===== src/design/paf_pkg.sv =====
/*
  Constants for the application-instruction execution front end.
  Assumes one scan strobe per program scan from the scan sequencer.
*/
package paf_pkg;
  localparam int unsigned WORD_W     = 16;
  localparam int unsigned DWORD_W    = 32;
  localparam int unsigned NIBBLE_W   = 4;
  localparam int unsigned GROUP_MAX_16 = 4;
  localparam int unsigned GROUP_MAX_32 = 8;
  localparam int unsigned GROUP_CNT_W  = 4;
  localparam int unsigned REG_NUM_W    = 16;
  localparam logic [15:0] CNT32_FIRST  = 16'h00C8;
  localparam logic [15:0] CNT32_LAST   = 16'h00FF;
  localparam logic [15:0] CNT16_LAST   = 16'h00C7;

  typedef enum logic [1:0] {
    paf_src_const,
    paf_src_group,
    paf_src_reg
  } paf_src_t;

  typedef enum logic [1:0] {
    paf_kind_data,
    paf_kind_timer,
    paf_kind_counter
  } paf_kind_t;
endpackage : paf_pkg


===== src/design/paf_front_end.sv =====
/*
  Execution front end: decodes width prefix and pulse suffix, gates
  execution once per scan, and builds the source operand value.
  Assumes scan_strobe pulses one cycle per scan and that the register
  and bit-device stores outside answer combinationally on the same clock.
*/
`timescale 1ns/100ps
`default_nettype none

// Overview of operation
// - Width prefix selects 32-bit, otherwise 16-bit
// - Pulse suffix selects edge execution
// - Pulse instruction fires one scan on rise
// - No re-execution while contact stays on
// - Continuous instruction fires every scan while on
// - Registers 16 bits; doubles use register pairs
// - Register n low word, n+1 high word
// - Counters 200-255 only for 32-bit
// - Group count spans 4n bits, bounded
// - Group bits consecutive from named device
// - 32-bit constants full signed range
// - Narrow group zero-fills upper bits
module paf_front_end #(
  parameter int unsigned SLOTS = 8
) (
  input  wire logic                          ref_clk,
  input  wire logic                          rst,
  input  wire logic                          scan_strobe,
  input  wire logic [$clog2(SLOTS)-1:0]      instr_slot,
  input  wire logic                          width_prefix,
  input  wire logic                          pulse_suffix,
  input  wire logic                          drive_contact,
  input  wire paf_pkg::paf_src_t             src_sel,
  input  wire paf_pkg::paf_kind_t            src_kind,
  input  wire logic [31:0]                   const_value,
  input  wire logic [3:0]                    nibble_group_operand,
  input  wire logic [31:0]                   bit_devices,
  input  wire logic [15:0]                   reg_num,
  output logic [15:0]                        reg_rd_addr_lo,
  output logic [15:0]                        reg_rd_addr_hi,
  input  wire logic [15:0]                   reg_rd_data_lo,
  input  wire logic [15:0]                   reg_rd_data_hi,
  output logic                               exec,
  output logic                               is_double,
  output logic [31:0]                        operand,
  output logic                               operand_error
);

  // Refuse sizes and package values that the logic cannot serve
  if (SLOTS < 2) begin : g_slots_low
    $error("SLOTS must be at least two");
  end
  if ((SLOTS & (SLOTS - 1)) != 0) begin : g_slots_pow2
    $error("SLOTS must be a power of two");
  end
  if (paf_pkg::WORD_W * 2 != paf_pkg::DWORD_W) begin : g_pair_fit
    $error("A double word must be exactly two registers");
  end
  if (paf_pkg::GROUP_MAX_16 * paf_pkg::NIBBLE_W != paf_pkg::WORD_W) begin : g_group16_fit
    $error("The word group limit must fill one register");
  end
  if (paf_pkg::GROUP_MAX_32 * paf_pkg::NIBBLE_W != paf_pkg::DWORD_W) begin : g_group32_fit
    $error("The double group limit must fill the operand");
  end
  if (paf_pkg::GROUP_MAX_16 > paf_pkg::GROUP_MAX_32) begin : g_group_order
    $error("The word group limit cannot exceed the double limit");
  end
  if (paf_pkg::GROUP_CNT_W != 4) begin : g_count_port
    $error("GROUP_CNT_W must match the group count port");
  end
  if (paf_pkg::REG_NUM_W != 16) begin : g_reg_port
    $error("REG_NUM_W must match the register number port");
  end
  if (paf_pkg::CNT16_LAST + 16'h0001 != paf_pkg::CNT32_FIRST) begin : g_cnt_split
    $error("Narrow and wide counters must meet without a gap");
  end
  if (paf_pkg::CNT32_FIRST > paf_pkg::CNT32_LAST) begin : g_cnt_order
    $error("The wide counter range is empty");
  end

  typedef struct packed {
    logic [SLOTS-1:0] prev_on;
    logic             exec;
    logic             is_double;
    logic [31:0]      operand;
    logic             operand_error;
  } paf_state_t;

  paf_state_t st;
  paf_state_t next_st;
  // Operand building blocks
  logic [31:0]       reg_pair;
  logic [31:0]       const_ext;
  logic [31:0]       src_value;
  logic [3:0]        group_limit;
  logic              bad_group;
  logic              bad_counter;
  wire  logic [31:0] group_value;

  // Register pair addressing, n low and n+1 high
  assign reg_rd_addr_lo = reg_num;
  assign reg_rd_addr_hi = 16'(reg_num + 16'h0001);

  // One lane per nibble of the widest group
  for (genvar k = 0; k < paf_pkg::GROUP_MAX_32; k++) begin : g_lane
    paf_nibble_lane #(
      .LANE    (k),
      .NIB_W   (paf_pkg::NIBBLE_W),
      .COUNT_W (paf_pkg::GROUP_CNT_W)
    ) u_paf_nibble_lane (
      .group_count (nibble_group_operand),
      .bits_in     (bit_devices[k*paf_pkg::NIBBLE_W +: paf_pkg::NIBBLE_W]),
      .bits_out    (group_value[k*paf_pkg::NIBBLE_W +: paf_pkg::NIBBLE_W])
    );
  end

  always_comb begin
    // Width decides the group limit, the register pair and the constant extension
    if (width_prefix) begin
      group_limit = 4'(paf_pkg::GROUP_MAX_32);
      reg_pair    = {reg_rd_data_hi, reg_rd_data_lo};
      const_ext   = const_value;
    end else begin
      group_limit = 4'(paf_pkg::GROUP_MAX_16);
      reg_pair    = {16'h0000, reg_rd_data_lo};
      const_ext   = {{16{const_value[15]}}, const_value[15:0]};
    end
    // Operand refusals
    bad_group = (src_sel == paf_pkg::paf_src_group) &&
                ((nibble_group_operand == 4'h0) ||
                 (nibble_group_operand > group_limit));
    bad_counter = (src_sel == paf_pkg::paf_src_reg) &&
                  (src_kind == paf_pkg::paf_kind_counter) &&
                  !width_prefix &&
                  (reg_num >= paf_pkg::CNT32_FIRST) &&
                  (reg_num <= paf_pkg::CNT32_LAST);
    // Source select
    unique case (src_sel)
      paf_pkg::paf_src_const: begin
        src_value = const_ext;
      end
      paf_pkg::paf_src_group: begin
        src_value = group_value;
      end
      paf_pkg::paf_src_reg: begin
        src_value = reg_pair;
      end
      default: begin
        src_value = 32'h0000_0000;
      end
    endcase
  end

  // Scan gate: pulse slots fire on a rise only, continuous slots on every strobe with the contact on
  always_comb begin
    logic on_now;
    logic fire;
    on_now = drive_contact;
    fire = 1'b0;
    next_st = st;
    next_st.exec = 1'b0;
    if (scan_strobe) begin
      if (pulse_suffix) begin
        fire = on_now && !st.prev_on[instr_slot];
      end else begin
        fire = on_now;
      end
      // Edge memory follows the contact even when the operand is refused
      next_st.prev_on[instr_slot] = on_now;
      next_st.exec = fire && !bad_group && !bad_counter;
      next_st.is_double = width_prefix;
      next_st.operand_error = bad_group || bad_counter;
      if (fire) begin
        next_st.operand = src_value;
      end
    end
  end

  always_ff @(posedge ref_clk) begin
    if (rst) begin
      st <= '0;
    end else begin
      st <= next_st;
    end
  end

  assign exec          = st.exec;
  assign is_double     = st.is_double;
  assign operand       = st.operand;
  assign operand_error = st.operand_error;

endmodule : paf_front_end

// One four-bit lane of a grouped operand
module paf_nibble_lane #(
  parameter int unsigned LANE    = 0,
  parameter int unsigned NIB_W   = 4,
  parameter int unsigned COUNT_W = 4
) (
  input  wire logic [COUNT_W-1:0] group_count,
  input  wire logic [NIB_W-1:0]   bits_in,
  output logic      [NIB_W-1:0]   bits_out
);

  logic live;

  // Refuse a lane index that the group count width cannot represent, and a nibble width below one
  if (LANE >= (1 << COUNT_W)) begin : g_lane_range
    $error("LANE cannot be reached by the group count");
  end
  if (NIB_W < 1) begin : g_nib_width
    $error("NIB_W must be at least one");
  end

  // Lane k is live when the count exceeds k; dead lanes read as zero
  always_comb begin
    live     = (COUNT_W'(LANE) < group_count);
    bits_out = live ? bits_in : '0;
  end

endmodule : paf_nibble_lane

`default_nettype wire


===== config.mk =====
export PLATFORM = sky130hd
export DESIGN_NAME = paf_front_end
export DESIGN_NICKNAME = d
export VERILOG_FILES = /design/src/design/paf_pkg.sv /design/src/design/paf_front_end.sv
export SDC_FILE = /design/constraint.sdc
export NUM_CORES = 1
export LEC_CHECK = 0
export ABC_CLOCK_PERIOD_IN_PS = 2200
export BUFFER_PORTS_ARGS = -buffer_cell sky130_fd_sc_hd__buf_2
export CORE_ASPECT_RATIO = 0.75
export CORE_MARGIN = 2
export CORE_UTILIZATION = 46
export CTS_BUF_LIST = sky130_fd_sc_hd__clkbuf_8
export CTS_CLUSTER_DIAMETER = 200
export DETAILED_ROUTE_END_ITERATION = 6
export GPL_ROUTABILITY_DRIVEN = 0
export PLACE_DENSITY = 0.83
export SYNTH_ARGS = -nofsm -noshare
export SYNTH_HDL_FRONTEND = slang
export SYNTH_HIERARCHICAL = 1
export SYNTH_SLANG_ARGS = --single-unit

===== constraint.sdc =====
create_clock -name ref_clk -period 2.2 [get_ports ref_clk]
set_input_delay 0.33 -clock ref_clk [delete_from_list [all_inputs] [get_ports ref_clk]]
set_output_delay 0.33 -clock ref_clk [all_outputs]
set_load 0.01 [all_outputs]

==> reports/summary.json <==
{
  "cts": {
    "cts_post_setup_buffers_inserted": 0,
    "tritoncts.num_buffers": 5,
    "cts_tree": "done",
    "cts_max_path_buffers": 2,
    "path_clk_slew_ps": 70,
    "cts_max_level": 2,
    "clkLatencyLatePin_ps": 290,
    "cts-root-buf": "sky130_fd_sc_hd__clkbuf_8",
    "cts_hold_buffers": 0,
    "clkSinkCount": 43,
    "cts_resized": 0
  },
  "finish": {
    "insertedDiodeCount": 0,
    "final_nets": 645,
    "layout.core_utilization_pct": 58.4,
    "layout.cell_area.non_filler_um2": 4280,
    "flow.area_growth_from_synthesis_pct": 22.7,
    "ratio_of_cells_with_drive_above_1_in_the_final_layout_pct": 53.4,
    "fin_cells": 614
  },
  "timing": {
    "rsz0062_at_grt": "false",
    "relative_slew_slack_pct": 24.9,
    "tns_ps": 0,
    "final-hold-violation-count": 0,
    "final_max_slew_viol_count": 0,
    "finalSetupViolCount": 0,
    "fin_crit_sh_pct": 86.0,
    "clock.fmax_ghz": 0.529,
    "period_needed_ps": 1890,
    "tightest_slew_ps": 1120,
    "finClkSkew_ps": 7.13,
    "hold_ws_ps": 393
  },
  "yosys": {
    "ys.warnings.count": 6,
    "synth_top_cells_by_count": "53 x sky130_fd_sc_hd__buf_4, 43 x sky130_fd_sc_hd__dfxtp_1, 40 x sky130_fd_sc_hd__nor2_1",
    "synthesis.nets": 501,
    "synth_area_um2": 3490,
    "synth_enable_flop_cells": 0,
    "synthesis.instances": 368,
    "post-synth-top-count-cell": "sky130_fd_sc_hd__buf_4",
    "synth_area_leaders": "sky130_fd_sc_hd__dfxtp_1 25%, sky130_fd_sc_hd__o2bb2ai_2 13%, sky130_fd_sc_hd__buf_4 11%",
    "yosysTopAreaCellShare_pct": 24.7,
    "synth_cell_type_count": 49,
    "syn-mean-instance-area_um2": 9.48,
    "share_of_synthesized_area_occupied_by_flip_flops_and_latches_pct": 24.7,
    "synthArstFlopShare_pct": 0,
    "synth_area_leader_cell": "sky130_fd_sc_hd__dfxtp_1",
    "synth.ff_latch_count": 43,
    "ys.flop_type": "sky130_fd_sc_hd__dfxtp_1"
  },
  "pwr": {
    "leakage_power_nw": 1.99,
    "irDropWorstVdd_uv": 257,
    "powerDensity_nw_per_um2": 458
  },
  "setup_path": {
    "crit_path_start_kind": "input pin",
    "critical_path_arrival_ps": 1560,
    "timing.critical_path.to_type": "output port",
    "path_class": "input pin to output port",
    "worst-path-max-fanout": 5,
    "timing.critical_path.required_ps": 1870
  },
  "global_route": {
    "vias_in_the_first_global_route": 3305,
    "initial_antenna_violation_count": 0,
    "first_pass_grt_wire_length_um": 16100,
    "grt_max_degree": 22,
    "grt_overflow_total": 0,
    "grt_usage_pct": 24.2
  },
  "routing": {
    "detail-route-antenna-nets": 0,
    "route.detailed.drc": 0,
    "routedWlPerCell_um": 16.8,
    "wirelength_um": 10300,
    "drtPass1Iterations": 4,
    "via_count": 3328,
    "dr.first_iter.drc_count": 183,
    "post_drt_via_cell_ratio": 5.42
  },
  "placed_design": {
    "place_inst": 606,
    "io_buffers": 195,
    "detailed_place_hpwl_um": 7990,
    "place_area_um2": 4180
  },
  "floorplan": {
    "floorplan.initialDensity_pct": 47.6,
    "fp.dieW_um": 105,
    "core_area_um2": 7330,
    "die-height_um": 79.4,
    "ios": 196,
    "die_area_um2": 8300,
    "row_cnt": 27
  },
  "status": {
    "status": "finished, final reports clean"
  },
  "min_path": {
    "holdCritPathClass": "input pin to flop"
  },
  "flow_run": {
    "timing.max_cap.violations": 0
  }
}
worst max-delay path: stages:
cell	delay (ps)
sky130_fd_sc_hd__buf_2	130
sky130_fd_sc_hd__and3_1	200
sky130_fd_sc_hd__nand4_1	160
sky130_fd_sc_hd__nor2_1	260
sky130_fd_sc_hd__nand3_1	140
sky130_fd_sc_hd__xnor2_1	190
sky130_fd_sc_hd__buf_2	160
cell families (layout without fill, tap and decap cells):
kind of cell / Yosys count / count (layout) / share of synthesized area [%]
mux: 44 / 44 / 13.6
simple gates: 98 / 98 / 15.0
xor+xnor: 14 / 14 / 3.52
fa+ha+maj: 4 / 4 / 1.43
compound gates: 89 / 89 / 26.7
flops: 43 / 43 / 24.7
buf+inv: 76 / 221 / 15.1
final cells by class:
cell class / count / area [µm²]
Tap cell: 101 / 126
Fill cell: 651 / 3050
Multi-Input combinational cell: 249 / 2100
Inverter: 6 / 22.5
Sequential cell: 43 / 861
Clock inverter: 1 / 3.75
Clock buffer: 7 / 96.3
Timing Repair Buffer: 207 / 1070
state kept, by name, indices dropped and copies added (netlist names):
| signal | flops |
|---|---|
| operand_error | 1 |
| exec | 1 |
| is_double | 1 |
| operand | 32 |
| st | 8 |
per-stage QoR:
step                power [W]  setup WS, ps
floorplan             0.00122           479
global placement      0.00142           266
detailed placement    0.00143           242
CTS                   0.00198           295
global route          0.00207           211
finish                0.00196           308
power breakdown:
group / switching [W] / internal [W]
logic: 0.000316 / 0.000274
registers: 0.0000208 / 0.000807
clock network: 0.000259 / 0.000282
cell usage in the layout, fill, tap and decap left out, types with 3 or more instances in the layout:
cell / n
sky130_fd_sc_hd__buf_2: 195
sky130_fd_sc_hd__dfxtp_1: 43
sky130_fd_sc_hd__nor2_1: 40
sky130_fd_sc_hd__o2bb2ai_2: 31
sky130_fd_sc_hd__mux2i_1: 27
sky130_fd_sc_hd__a21oi_1: 16
sky130_fd_sc_hd__mux2_2: 16
sky130_fd_sc_hd__a221oi_1: 16
sky130_fd_sc_hd__nor2b_1: 15
sky130_fd_sc_hd__buf_4: 12
sky130_fd_sc_hd__nand3_1: 11
sky130_fd_sc_hd__xnor2_1: 9
sky130_fd_sc_hd__clkbuf_8: 7
sky130_fd_sc_hd__inv_1: 6
sky130_fd_sc_hd__nand2_1: 6
sky130_fd_sc_hd__xor2_1: 5
sky130_fd_sc_hd__o21a_1: 5
sky130_fd_sc_hd__ha_1: 4
sky130_fd_sc_hd__o41a_1: 4
sky130_fd_sc_hd__o31a_1: 4
sky130_fd_sc_hd__o21ai_0: 4
sky130_fd_sc_hd__and2_1: 4
sky130_fd_sc_hd__and3_1: 3
per-layer routing:
metal	vias up	GRT usage, %	wire [µm]
met5	-	0	0
met4	0	7.70	186
met3	18	4.73	819
met2	181	42.9	4930
met1	1540	29.9	4370
li1	1589	-	-
final timing paths:
check | start | endpoint | slack [ps] | cells past startpoint
worst max-delay path | reg_num[3] | reg_rd_addr_hi[15] | 310 | 7
worst min register to register | operand[25] | operand[25] | 470 | 1
worst max register to register | st[42] | operand[10] | 550 | 6
worst min-delay path | rst | st[37] | 390 | 2
Note: power is estimated with default switching activity, not from simulation.
